===== src/design/ddrmap_pkg.sv =====
// shared constants and types for the dual-channel ddr2 mapping core
package ddrmap_pkg;

  // ****************************************
  // geometry
  // ****************************************
  localparam int          ADDR_W        = 33;          // 8 GB byte space
  localparam logic [33:0] MAX_BYTES     = 34'h200000000;
  localparam int          LINE_BIT      = 6;           // 64 byte line
  localparam int          DATA_W        = 64;
  localparam int          ECC_W         = 8;
  localparam int          BURST_LEN     = 8;
  localparam int          MAX_OPEN_PG   = 64;
  localparam int          BANKS_SMALL   = 4;
  localparam int          BANKS_LARGE   = 8;

  // ****************************************
  // timing
  // ****************************************
  localparam int CLK_MHZ        = 250;
  localparam int REFI_NS        = 7800;                // average refresh interval
  localparam int REFI_CYC       = (REFI_NS * CLK_MHZ) / 1000;
  localparam int REF_EARLY_CYC  = REFI_CYC / 2;        // opportunistic window opens
  localparam int PG_SETTLE_CYC  = 16;                  // clocks held off after power good

  // ****************************************
  // encodings
  // ****************************************
  typedef enum logic [1:0] {DDRMAP_SINGLE, DDRMAP_ASYM, DDRMAP_INTLV} ddrmap_mode_t;
  typedef enum logic [1:0] {DDRMAP_D256, DDRMAP_D512, DDRMAP_D1G, DDRMAP_DBAD} ddrmap_dens_t;
  typedef enum logic       {DDRMAP_R533, DDRMAP_R667} ddrmap_rate_t;

  localparam logic [2:0] TIM_CL_444 = 3'h4;

  typedef struct packed {
    ddrmap_mode_t mode;
    ddrmap_dens_t dens;
    logic         ecc_en;
    logic [2:0]   cas_lat;
    logic [2:0]   rcd_lat;
    logic [2:0]   rp_lat;
    logic [33:0]  chan_a_bytes;
  } ddrmap_cfg_t;

  typedef struct packed {
    logic        chan;
    logic [32:0] addr;
    logic [2:0]  bank;
    logic [3:0]  burst;
  } ddrmap_route_t;

endpackage : ddrmap_pkg


===== src/design/ddrmap_core.sv =====
// dual-channel ddr2 configuration and address mapping core
// What this block does
// in asymmetric mode all of channel a is mapped first and channel b starts right after it.
// in interleaved mode consecutive 64 byte lines alternate between the two channels.
// every channel runs at one common rate, the slowest installed, and only 533 or 667.
// every access is issued with a burst length of eight in all channel modes.
// four banks are addressed for 512 Mb or smaller devices and eight for 1 Gb devices.
// with two channels up to 64 open pages are tracked at once.
// each channel carries 64 data bits plus eight check bits when ecc is enabled.
// total addressable memory across both channels never exceeds 8 GB.
// only x8 devices of 256 Mb, 512 Mb and 1 Gb are accepted.
// the 667 rate with 4-4-4 timing is refused.
// all operating parameters but the common rate, which follows the dimms, come from a software written control group.
// memory clocks of 266 or 333 MHz plus 2x and 4x come from a pll fed by the host clock.
// the memory pll and its clocks stay off until power good is asserted.
// power good low is a full reset; reset in plus power good is a warm reset.
// refresh is issued early when a channel idles but never later than the interval.
`timescale 1ns/10ps
`default_nettype none

module ddrmap_core #(
  parameter int REFI_CYCLES = ddrmap_pkg::REFI_CYC,
  parameter int PAGE_SLOTS  = ddrmap_pkg::MAX_OPEN_PG
) (
  input  wire logic                      core_clk_i,     // core clock
  input  wire logic                      rst_i,          // sync reset, active high
  input  wire logic                      power_good_in_i,// power good level
  input  wire logic                      reset_in_n_i,   // platform reset, active low
  input  wire logic                      cfg_we_i,       // load control group
  input  wire ddrmap_pkg::ddrmap_cfg_t   cfg_i,          // control group value
  input  wire logic                      dimm_a_i,       // dimm present on channel a
  input  wire logic                      dimm_b_i,       // dimm present on channel b
  input  wire ddrmap_pkg::ddrmap_rate_t  rate_a_i,       // fastest rate of channel a dimm
  input  wire ddrmap_pkg::ddrmap_rate_t  rate_b_i,       // fastest rate of channel b dimm
  input  wire logic                      req_valid_i,    // access request
  output logic                           req_ready_o,    // request taken
  input  wire logic [32:0]               req_addr_i,     // system byte address
  input  wire logic [5:0]                req_slot_i,     // open page slot of request
  input  wire logic                      req_close_i,    // close that page
  output ddrmap_pkg::ddrmap_route_t      route_o,        // routed access
  output logic                           route_valid_o,  // route one cycle pulse
  output logic                           range_err_o,    // address beyond memory, pulse
  output logic                           cfg_err_o,      // last write refused, level
  output ddrmap_pkg::ddrmap_rate_t       rate_o,         // common data rate
  output logic [8:0]                     mclk_mhz_o,     // memory clock selected
  output logic                           pll_en_o,       // memory pll enable
  output logic                           mclk_en_o,      // 1x 2x 4x clock enable
  output logic [71:0]                    lane_en_o,      // data and check lanes per channel
  output logic [1:0]                     ref_req_o,      // refresh pulse per channel
  output logic [6:0]                     open_pages_o,   // tracked open pages
  output logic                           warm_rst_o      // warm reset level
);

  // ****************************************
  // parameter checks
  // ****************************************
  initial begin
    if (PAGE_SLOTS < 1 || PAGE_SLOTS > ddrmap_pkg::MAX_OPEN_PG) begin
      $error("page slot count out of range");
    end
    if (REFI_CYCLES < 4) begin
      $error("refresh interval too short");
    end
    if (REFI_CYCLES > 65535) begin
      $error("refresh interval beyond counter width");
    end
  end

  // full reset: power good low resets all state
  logic full_rst;
  assign full_rst = rst_i | ~power_good_in_i;
  assign warm_rst_o = power_good_in_i & ~reset_in_n_i;

  // ****************************************
  // control group
  // ****************************************
  ddrmap_pkg::ddrmap_cfg_t cfg_r;
  logic                    cfg_ok;

  function automatic logic [33:0] dens_bytes(input ddrmap_pkg::ddrmap_dens_t d);
    // one rank of eight x8 devices
    case (d)
      ddrmap_pkg::DDRMAP_D256: dens_bytes = 34'h010000000;
      ddrmap_pkg::DDRMAP_D512: dens_bytes = 34'h020000000;
      ddrmap_pkg::DDRMAP_D1G:  dens_bytes = 34'h040000000;
      default:                 dens_bytes = 34'h000000000;
    endcase
  endfunction

  always_comb begin
    cfg_ok = 1'b1;
    if (cfg_i.dens == ddrmap_pkg::DDRMAP_DBAD) begin
      cfg_ok = 1'b0;
    end
    if (cfg_i.chan_a_bytes > ddrmap_pkg::MAX_BYTES) begin
      cfg_ok = 1'b0;
    end
    if (rate_o == ddrmap_pkg::DDRMAP_R667 && cfg_i.cas_lat == ddrmap_pkg::TIM_CL_444 &&
        cfg_i.rcd_lat == ddrmap_pkg::TIM_CL_444 && cfg_i.rp_lat == ddrmap_pkg::TIM_CL_444) begin
      cfg_ok = 1'b0;
    end
    if (cfg_i.mode != ddrmap_pkg::DDRMAP_SINGLE && !(dimm_a_i && dimm_b_i)) begin
      cfg_ok = 1'b0;
    end
  end

  always_ff @(posedge core_clk_i) begin
    if (full_rst) begin
      cfg_r     <= '0;
      cfg_err_o <= 1'b0;
    end else if (cfg_we_i) begin
      cfg_err_o <= ~cfg_ok;
      if (cfg_ok) begin
        cfg_r <= cfg_i;
      end
    end
  end

  // ****************************************
  // common rate and memory clocks
  // ****************************************
  always_comb begin
    rate_o = ddrmap_pkg::DDRMAP_R667;
    if ((dimm_a_i && rate_a_i == ddrmap_pkg::DDRMAP_R533) ||
        (dimm_b_i && rate_b_i == ddrmap_pkg::DDRMAP_R533)) begin
      rate_o = ddrmap_pkg::DDRMAP_R533;
    end
  end

  assign mclk_mhz_o = (rate_o == ddrmap_pkg::DDRMAP_R667) ? 9'h14D : 9'h10A;

  // hold-off avoids enabling clocks on a glitching power good
  logic [4:0] settle_r;
  always_ff @(posedge core_clk_i) begin
    if (full_rst) begin
      settle_r  <= '0;
      pll_en_o  <= 1'b0;
      mclk_en_o <= 1'b0;
    end else begin
      pll_en_o <= 1'b1;
      if (settle_r != 5'(ddrmap_pkg::PG_SETTLE_CYC)) begin
        settle_r <= settle_r + 5'h01;
      end
      mclk_en_o <= (settle_r == 5'(ddrmap_pkg::PG_SETTLE_CYC));
    end
  end

  // ****************************************
  // lanes
  // ****************************************
  assign lane_en_o = {cfg_r.ecc_en ? 8'hFF : 8'h00, 64'hFFFFFFFFFFFFFFFF};

  // ****************************************
  // address mapping
  // ****************************************
  logic [34:0] total_bytes;
  logic        in_range;
  // one bit wider so a dual split of a full 8 GB cannot wrap to zero
  assign total_bytes = (cfg_r.mode == ddrmap_pkg::DDRMAP_SINGLE) ?
                       {1'b0, cfg_r.chan_a_bytes} : {cfg_r.chan_a_bytes, 1'b0};
  assign in_range = ({2'b00, req_addr_i} < total_bytes) &&
                    ({1'b0, req_addr_i} < ddrmap_pkg::MAX_BYTES);

  ddrmap_pkg::ddrmap_route_t route_nxt;
  logic [32:0]               line_addr;
  always_comb begin
    route_nxt       = '0;
    route_nxt.burst = 4'(ddrmap_pkg::BURST_LEN);
    line_addr       = req_addr_i;
    case (cfg_r.mode)
      ddrmap_pkg::DDRMAP_ASYM: begin
        if ({1'b0, req_addr_i} >= cfg_r.chan_a_bytes) begin
          route_nxt.chan = 1'b1;
          line_addr      = 33'({1'b0, req_addr_i} - cfg_r.chan_a_bytes);
        end
      end
      ddrmap_pkg::DDRMAP_INTLV: begin
        route_nxt.chan = req_addr_i[ddrmap_pkg::LINE_BIT];
        line_addr      = {1'b0, req_addr_i[32:ddrmap_pkg::LINE_BIT+1],
                          req_addr_i[ddrmap_pkg::LINE_BIT-1:0]};
      end
      default: begin
        route_nxt.chan = 1'b0;
      end
    endcase
    route_nxt.addr = line_addr;
    // bank bits sit just above the page column
    if (cfg_r.dens == ddrmap_pkg::DDRMAP_D1G) begin
      route_nxt.bank = line_addr[15:13];
    end else begin
      route_nxt.bank = {1'b0, line_addr[14:13]};
    end
  end

  assign req_ready_o = ~full_rst;

  always_ff @(posedge core_clk_i) begin
    if (full_rst) begin
      route_o       <= '0;
      route_valid_o <= 1'b0;
      range_err_o   <= 1'b0;
    end else begin
      route_valid_o <= req_valid_i & in_range;
      range_err_o   <= req_valid_i & ~in_range;
      if (req_valid_i && in_range) begin
        route_o <= route_nxt;
      end
    end
  end

  // ****************************************
  // open page tracking
  // ****************************************
  logic [PAGE_SLOTS-1:0] page_open_r;
  logic                  slot_ok;
  assign slot_ok = (32'(req_slot_i) < PAGE_SLOTS) &&
                   (cfg_r.mode != ddrmap_pkg::DDRMAP_SINGLE);

  always_ff @(posedge core_clk_i) begin
    if (full_rst) begin
      page_open_r <= '0;
    end else if (req_valid_i && in_range && slot_ok) begin
      page_open_r[req_slot_i] <= ~req_close_i;
    end
  end

  always_comb begin
    open_pages_o = '0;
    for (int i = 0; i < PAGE_SLOTS; i++) begin
      open_pages_o = open_pages_o + 7'(page_open_r[i]);
    end
  end

  // ****************************************
  // refresh
  // ****************************************
  // issue early on idle to keep busy periods free; never past the interval
  logic [15:0] ref_cnt_r [2];
  logic [1:0]  ch_busy;
  logic [1:0]  ref_fire;
  assign ch_busy[0] = req_valid_i & in_range & ~route_nxt.chan;
  assign ch_busy[1] = req_valid_i & in_range & route_nxt.chan;

  for (genvar c = 0; c < 2; c++) begin : g_ref
    assign ref_fire[c] = (ref_cnt_r[c] >= 16'(REFI_CYCLES - 1)) ||
                         (ref_cnt_r[c] >= 16'(REFI_CYCLES / 2) && !ch_busy[c]);

  end

  // both channels in one process so each output bit has a single writer
  always_ff @(posedge core_clk_i) begin
    if (full_rst) begin
      ref_cnt_r[0] <= '0;
      ref_cnt_r[1] <= '0;
      ref_req_o    <= '0;
    end else begin
      ref_req_o <= ref_fire;
      for (int c = 0; c < 2; c++) begin
        ref_cnt_r[c] <= ref_fire[c] ? 16'h0000 : ref_cnt_r[c] + 16'h0001;
      end
    end
  end
endmodule : ddrmap_core

`default_nettype wire


===== config.mk =====
export PLATFORM = sky130hd
export DESIGN_NAME = ddrmap_core
export DESIGN_NICKNAME = d
export VERILOG_FILES = /design/src/design/ddrmap_pkg.sv /design/src/design/ddrmap_core.sv
export SDC_FILE = /design/constraint.sdc
export NUM_CORES = 1
export LEC_CHECK = 0
export BUFFER_PORTS_ARGS = -buffer_cell sky130_fd_sc_hd__buf_2
export CAP_MARGIN = 5
export CORE_ASPECT_RATIO = 1.2
export CORE_UTILIZATION = 55
export CTS_BUF_LIST = sky130_fd_sc_hd__clkbuf_2
export DETAILED_ROUTE_END_ITERATION = 10
export PLACE_DENSITY = 0.85
export SYNTH_ARGS = -nofsm -noshare
export SYNTH_HDL_FRONTEND = slang
export SYNTH_SLANG_ARGS = --single-unit

===== constraint.sdc =====
create_clock -name core_clk_i -period 18.4 [get_ports core_clk_i]
set_input_delay 1.84 -clock core_clk_i [delete_from_list [all_inputs] [get_ports core_clk_i]]
set_output_delay 1.84 -clock core_clk_i [all_outputs]
set_load 0.02 [all_outputs]

==> reports/summary.txt, run 1 <==
Synthesized cell area - 13100 um^2
Drt first pass iters - 6
Final worst-path cycle share - 47.3%
DIE AREA - 24400 um^2
Worst-Skew Late Latency - 0.84 ns
Met3 WL - 2120 um
Synth area leaders - dfxtp_1 (28%), ha_1 (8.7%), fa_1 (8.4%)
CTS Buf Count - 17
Synth-to-Final Area Change - 7.41%
Sink of the worst hold path - route_o[33]
Share of layout cells above drive strength 1 - 14.6%
Initial antenna violation count - 1
Final hold vios - 0
Total gr overflow - 0
Synth area leader - dfxtp_1
DR iter-0 viols - 837
Clock transition at the registers of the reported paths - 0.24 ns
Crit path launch type - flop
WL met2 - 17100 um
Port bufs - 164
Sequential cell area fraction in the yosys report - 28.0%
Most frequent cells after synthesis - dfxtp_1 (183), inv_1 (152), a21oi_1 (136), ha_1 (91), nor3_1 (90)
Critical R2R Capture - page_open_r[22]
Slew HR - 15.4%
Post-layout util - 60.3%
Reg2Reg Depth - 14
Gate power share - 17.3%
Net Sw Frac - 31.8%
Crit-path most repeated cell - fa_1
Pwr Total - 0.794 mW
Post-Place Cells - 1949
Final Skew - 0.0444 ns
Reg2reg setup slack - 12.97 ns
Sw Pwr - 0.252 mW
Initial Util - 56.1%
Hold Startpoint - route_o[33]
Setup slack after layout - 9.70 ns
Worst hold-check path type - reg -> reg
Count of cell types in the netlist - 80
Max Used Layer - met4
Number of flops mapped to enable cells by yosys - 0
HPWL after detailed placement - 25300 um
Fin area - 14000 um^2
Non-filler cells, final - 1982
RSZ-0062 raised after global routing - false
Sum Neg Setup Slack - 0 ns
Vias per cell - 5.74
M1 WL - 13100 um
Row count - 61
Clock Power Share - 31.6%
Via Count - 11400
DP Area - 13700 um^2
DRT antenna net count - 0
Die width - 143 um
Peak VDD IR - 0.0000334 V
Pwr per Cell Area - 56.6 nW/um^2
Buffer count from post-CTS setup fixing - 0
Cell with the most instances after synthesis - dfxtp_1
Setup violators final - 0
Post-CTS resize count - 0
DR WL/cell - 16.9 um
Syn avg cell area - 8.46 um^2
Status - finished clean
Min Tclk post-route - 8.70 ns
Worst stage delay on the critical path - 0.55 ns
Pleak - 6.48 nW
Post-synthesis async set-or-reset flop share - 0%
Vias in the first global route - 10900
Tightest Pin Transition - 1.26 ns
CTS tree - yes
CP Capture Type - primary output
Synth top area share - 28.0%
#FFs+latches synth - 183
Worst endpoint required time - 16.56 ns
Hold-fix buffers at CTS - 0
WL final - 33500 um
DRC violation count after routing - 0
Most used DFF post-synth - dfxtp_1
Syn Inst Count - 1544
Seq pwr share - 51.2%
Int Pwr - 0.542 mW
Max_cap viols - 0
Warnings, synthesis - 0
Routability cong. - 0.933
Core area - 23300 um^2
Worst EP arrival - 6.86 ns
Slew Limit Fails - 0
Die H - 171 um
H-tree depth - 4
Max Buffers Root-to-Sink - 2
CP Class - reg -> out
Total track usage - 28.3%
CP max-delay cell - fa_1
FMAX - 115 MHz
# clock sinks - 183
Post-Place Worst Slack - 10.55 ns
Worst-path maximum fanout - 2
Largest net degree at the start of global routing - 76
Worst Hold Depth - 2
Worst path cell trace - inv_1, fa_1, inv_1, fa_1, fa_1, inv_1, fa_1, inv_1, fa_1, fa_1, fa_1, inv_1, fa_1, inv_1, fa_1, a21oi_1, nor2_1, nor2_1, nor2b_1, o21ai_0, nand2b_1, buf_2
I/O pin count - 237
Hold_ws - 0.475 ns
First-pass GRT wire length - 54000 um
CTS root buf - clkbuf_2
FF-to-FF Start - cfg_r[47]
Final nets - 1897
## cells in the final DEF, fill, tap and decap left out, types with 6 or more instances in the layout
| cell type | synthesis | routed |
|---|---|---|
| a21o_1 | 20 | 20 |
| a21oi_1 | 136 | 136 |
| a221oi_1 | 19 | 19 |
| a31oi_1 | 12 | 12 |
| and2_1 | 7 | 7 |
| and3_1 | 77 | 77 |
| buf_2 | 19 | 164 |
| buf_4 | 88 | 10 |
| clkbuf_2 | 0 | 17 |
| conb_1 | 2 | 82 |
| dfxtp_1 | 183 | 183 |
| fa_1 | 55 | 55 |
| ha_1 | 91 | 90 |
| inv_1 | 152 | 152 |
| mux2i_1 | 71 | 71 |
| nand2_1 | 72 | 72 |
| nand2b_1 | 7 | 6 |
| nand3_1 | 28 | 28 |
| nand4_1 | 20 | 20 |
| nor2_1 | 86 | 86 |
| nor3_1 | 90 | 87 |
| nor3_2 | 12 | 15 |
| nor4_1 | 11 | 10 |
| o211ai_1 | 7 | 7 |
| o21ai_0 | 63 | 63 |
| o21bai_1 | 7 | 7 |
| xnor2_1 | 27 | 27 |
| xor2_1 | 25 | 25 |
## kinds of logic (layout without fill, tap and decap cells)
logic type,Yosys count,count (layout),synth area share (%)
AOI/OAI and AO/OA,325,325,15.7
xor gates and xnor gates,52,52,3.49
adders and majority gates,146,146,17.1
buffers and inverters,317,359,11.8
DFF,183,183,28.0
muxes,71,71,5.44
other,2,83,0.0575
and+or+nand+nor,448,448,18.3
## critical path: cells and delay by family, from the launching register on
family,cells,cell delay (ns)
AND/OR/NAND/NOR,4,0.34
buffers and inverters,7,0.51
flip-flops,1,0.39
AO/OA/AOI/OAI,2,0.31
adder cells (fa/ha/maj),9,4.52
## registers in the layout, summed over array words and instances (netlist names)
name / count
range_err_o: 1
ref_req_o: 2
page_open_r: 64
cfg_r: 39
mclk_en_o: 1
settle_r: 5
route_o: 36
ref_cnt_r: 32
route_valid_o: 1
pll_en_o: 1
cfg_err_o: 1
## power groups by stage
stage                     clock, mW  sequential, mW  combinational (mW)
after floorplan                   0           0.416               0.102
after global placement            0           0.413               0.132
after detailed placement          0           0.413               0.134
after CTS                     0.253           0.406               0.135
after global routing          0.268           0.407               0.150
final                         0.251           0.406               0.137
## area by class of cell
type                            instances  area, um^2
Inverter                              153         574
Sequential cell                       183        3660
Tap cell                              315         394
Clock buffer                           17        85.1
Timing Repair Buffer                  174         896
Antenna cell                            1        2.50
Fill cell                            2085        9240
Clock inverter                         15         221
Multi-Input combinational cell       1124        8200
## how the worst max path moves through the flow
stage                            endpoint  depth (start not counted)             from
after floorplan           open_pages_o[5]                         20  page_open_r[35]
after global placement    open_pages_o[5]                         21  page_open_r[35]
after detailed placement  open_pages_o[6]                         22  page_open_r[35]
after CTS                 open_pages_o[6]                         22  page_open_r[35]
after global routing      open_pages_o[6]                         22  page_open_r[35]
final                     open_pages_o[6]                         22  page_open_r[35]
## per-layer routing
layer  track usage, %  vias to the layer above
met5                0                        -
met4             12.8                        0
met1             33.2                     5364
li1                 -                     5447
met3             4.59                       94
met2             50.5                      477
Power figures use the tool's default switching activity.
==> inputs of run 2 (changes only) <==
==> constraint.sdc (replaced) <==
create_clock -name core_clk_i -period 8.3 [get_ports core_clk_i]
set_input_delay 0.83 -clock core_clk_i [delete_from_list [all_inputs] [get_ports core_clk_i]]
set_output_delay 0.83 -clock core_clk_i [all_outputs]
set_load 0.02 [all_outputs]
==> run 2 against run 1 <==
Sequential cell count unchanged. Final cell count rose by 0.10%. Die area is the same. Critical path depth unchanged. Count of clock-buffer cells in the layout unchanged. Sequential share of layout area is 0.084 points higher. Global-route usage is 0.95 points lower.
==> reports/summary.txt, run 2 (synthesis results as in run 1) <==
Worst-Skew Late Latency - 0.82 ns (was 0.84 ns)
Final worst-path cycle share - 93.9%
Max Buffers Root-to-Sink - 2 (unchanged)
Number of fill cells - 2055 (was 2085)
Final nets - 1899 (was 1897)
Largest net degree at the start of global routing - 74 (was 76)
Vias per cell - 5.74 (about the same)
CTS root buf - clkbuf_2 (unchanged)
Multi-input gate area - 8190 um^2 (was 8200 um^2)
Worst hold-check path type - in -> reg (was reg -> reg)
Worst path cell trace - inv_1, fa_1, inv_1, fa_1, fa_1, inv_1, fa_1, inv_1, fa_1, fa_1, fa_1, inv_1, fa_1, inv_1, fa_1, a21oi_1, nor2_1, nor2_1, nor2b_1, o21ai_0, nand2b_1, buf_2 (unchanged)
Most frequent cells in the layout - dfxtp_1 (183), buf_2 (164), inv_1 (152) (unchanged)
I/O pin count - 237 (unchanged)
Initial antenna violation count - 1 (unchanged)
RSZ-0062 raised after global routing - false (unchanged)
Top Registers - page_open_r: 64 flops, cfg_r: 39 flops, route_o: 36 flops (unchanged)
DP Area - 13700 um^2 (about the same)
Crit-path most repeated cell - fa_1 (unchanged)
Pleak - 6.46 nW (was 6.48 nW)
Biggest register - page_open_r (unchanged)
Row count - 61 (unchanged)
FF-to-FF Start - cfg_r[47] (unchanged)
CTS tree - yes (unchanged)
H-tree depth - 4 (unchanged)
Setup crit start - page_open_r[35] (unchanged)
Pwr Total - 1.68 mW (was 0.794 mW)
Final hold vios - 0 (unchanged)
Core area - 23300 um^2 (unchanged)
Slew Limit Fails - 0 (unchanged)
Setup violators final - 0 (unchanged)
Sequential cell area - 3660 um^2 (unchanged)
Post-CTS resize count - 0 (unchanged)
Min Tclk post-route - 7.79 ns
Worst EP arrival - 6.96 ns (was 6.86 ns)
DR WL/cell - 16.6 um (was 16.9 um)
DIE AREA - 24400 um^2 (unchanged)
Pwr per Cell Area - 120 nW/um^2 (was 56.6 nW/um^2)
DRT antenna net count - 0 (unchanged)
Clock transition at the registers of the reported paths - 0.33 ns (was 0.24 ns)
CP Class - reg -> out (unchanged)
Total gr overflow - 0 (unchanged)
CTS Buf Count - 17 (unchanged)
CP Capture Type - primary output (unchanged)
First-pass GRT wire length - 52500 um (was 54000 um)
Worst stage delay on the critical path - 0.55 ns (about the same)
Non-filler cells, final - 1984 (was 1982)
HPWL after detailed placement - 25000 um (was 25300 um)
Vias in the first global route - 10800 (was 10900)
Setup slack after layout - 0.507 ns (was 9.70 ns)
Die H - 171 um (unchanged)
Post-Place Cells - 1951 (was 1949)
DRC violation count after routing - 0 (unchanged)
Port bufs - 164 (unchanged)
WL final - 32900 um (was 33500 um)
Slew HR - 22.0% (was 15.4%)
Via Count - 11400 (about the same)
Max_cap viols - 0 (unchanged)
Share of layout cells above drive strength 1 - 14.7% (was 14.6%)
Worst-path maximum fanout - 2 (unchanged)
Drt first pass iters - 5 (was 6)
DR iter-0 viols - 880 (was 837)
Hold-fix buffers at CTS - 0 (unchanged)
Routability cong. - 0.960 (was 0.933)
Total track usage - 27.4% (was 28.3%)
FMAX - 128 MHz
Fin area - 14000 um^2 (about the same)
Tightest Pin Transition - 1.16 ns (was 1.26 ns)
Buffer count from post-CTS setup fixing - 0 (unchanged)
Worst endpoint required time - 7.47 ns (was 16.56 ns)
Status - finished clean (unchanged)
Max reg flops - 64 (unchanged)
Peak VDD IR - 0.0000862 V (was 0.0000334 V)
Synth-to-Final Area Change - 7.07% (was 7.41%)
Initial Util - 56.1% (unchanged)
CP Buf/Inv Count - 7 (unchanged)
Top delay family on crit path - adder cells (unchanged)
# clock sinks - 183 (unchanged)
Final Skew - 0.0500 ns (was 0.0444 ns)
CP max-delay cell - fa_1 (unchanged)
Post-Place Worst Slack - 1.41 ns (was 10.55 ns)
Sum Neg Setup Slack - 0 ns (unchanged)
Die width - 143 um (unchanged)
Hold Startpoint - cfg_i[15] (was route_o[33])
Crit path launch type - flop (unchanged)
Commonest non-fill, non-tap cell in the layout - dfxtp_1 (unchanged)
run 2: cell types whose count changed in the layout (fill, tap and decap cells not counted), sizes merged:
| cell | change |
|---|---|
| bufinv | -3 |
| buf | +2 |
| inv | +2 |
| clkinv | +1 |
run 2: metal layers:
metal  global-route usage [%]  vias to the layer above  part of all wire (%)
met5                        0                        -                     0
li1                         -                     5444                     -
met3                     3.83                      104                   5.7
met4                     14.4                        0                   4.4
met2                     48.8                      451                    50
met1                     31.8                     5395                    40
run 2: final timing paths:
kind                          end  slack, ns  depth (start not counted)
setup / recovery  open_pages_o[6]       0.51                         22
hold / removal          cfg_r[15]       0.25                          3
setup reg to reg  page_open_r[14]       3.05                         14
hold reg to reg       route_o[23]       0.48                          2
run 2: final cells by class:
cell class	count	area share (%)
Tap cell	315	2.82
Sequential cell	183	26.2
Timing Repair Buffer	176	6.51
Clock buffer	17	0.608
Clock inverter	15	1.19
Antenna cell	1	0.0179
Multi-Input combinational cell	1124	58.6
Inverter	153	4.10
run 2: worst register-to-register path: cells and delay by family (launching register included):
| kind | cells | cell delay [ns] |
|---|---|---|
| DFF | 1 | 0.39 |
| adders and majority gates | 2 | 0.76 |
| and+or+nand+nor | 5 | 1.98 |
| muxes | 1 | 0.27 |
| AOI/OAI and AO/OA | 4 | 1.16 |
| buffers and inverters | 2 | 0.58 |
run 2: power breakdown:
part / internal, mW / switching [mW] / total, mW / leakage [nW]
clock: 0.122 / 0.355 / 0.478 / 0.140
combinational: 0.101 / 0.203 / 0.304 / 4.84
sequential: 0.894 / 0.00674 / 0.901 / 1.48
total: 1.12 / 0.565 / 1.68 / 6.46
run 2: metrics by stage:
| stage | util [%] | hold WS (ns) |
|---|---|---|
| 6_report | 60.1 | 0.248 |
| 4_1_cts | 60.1 | 0.199 |
| 3_5_place_dp | 59.0 | 0.447 |
| 5_1_grt | 60.1 | 0.194 |
| 3_3_place_gp | 59.0 | 0.434 |
| 2_1_floorplan | - | 0.454 |
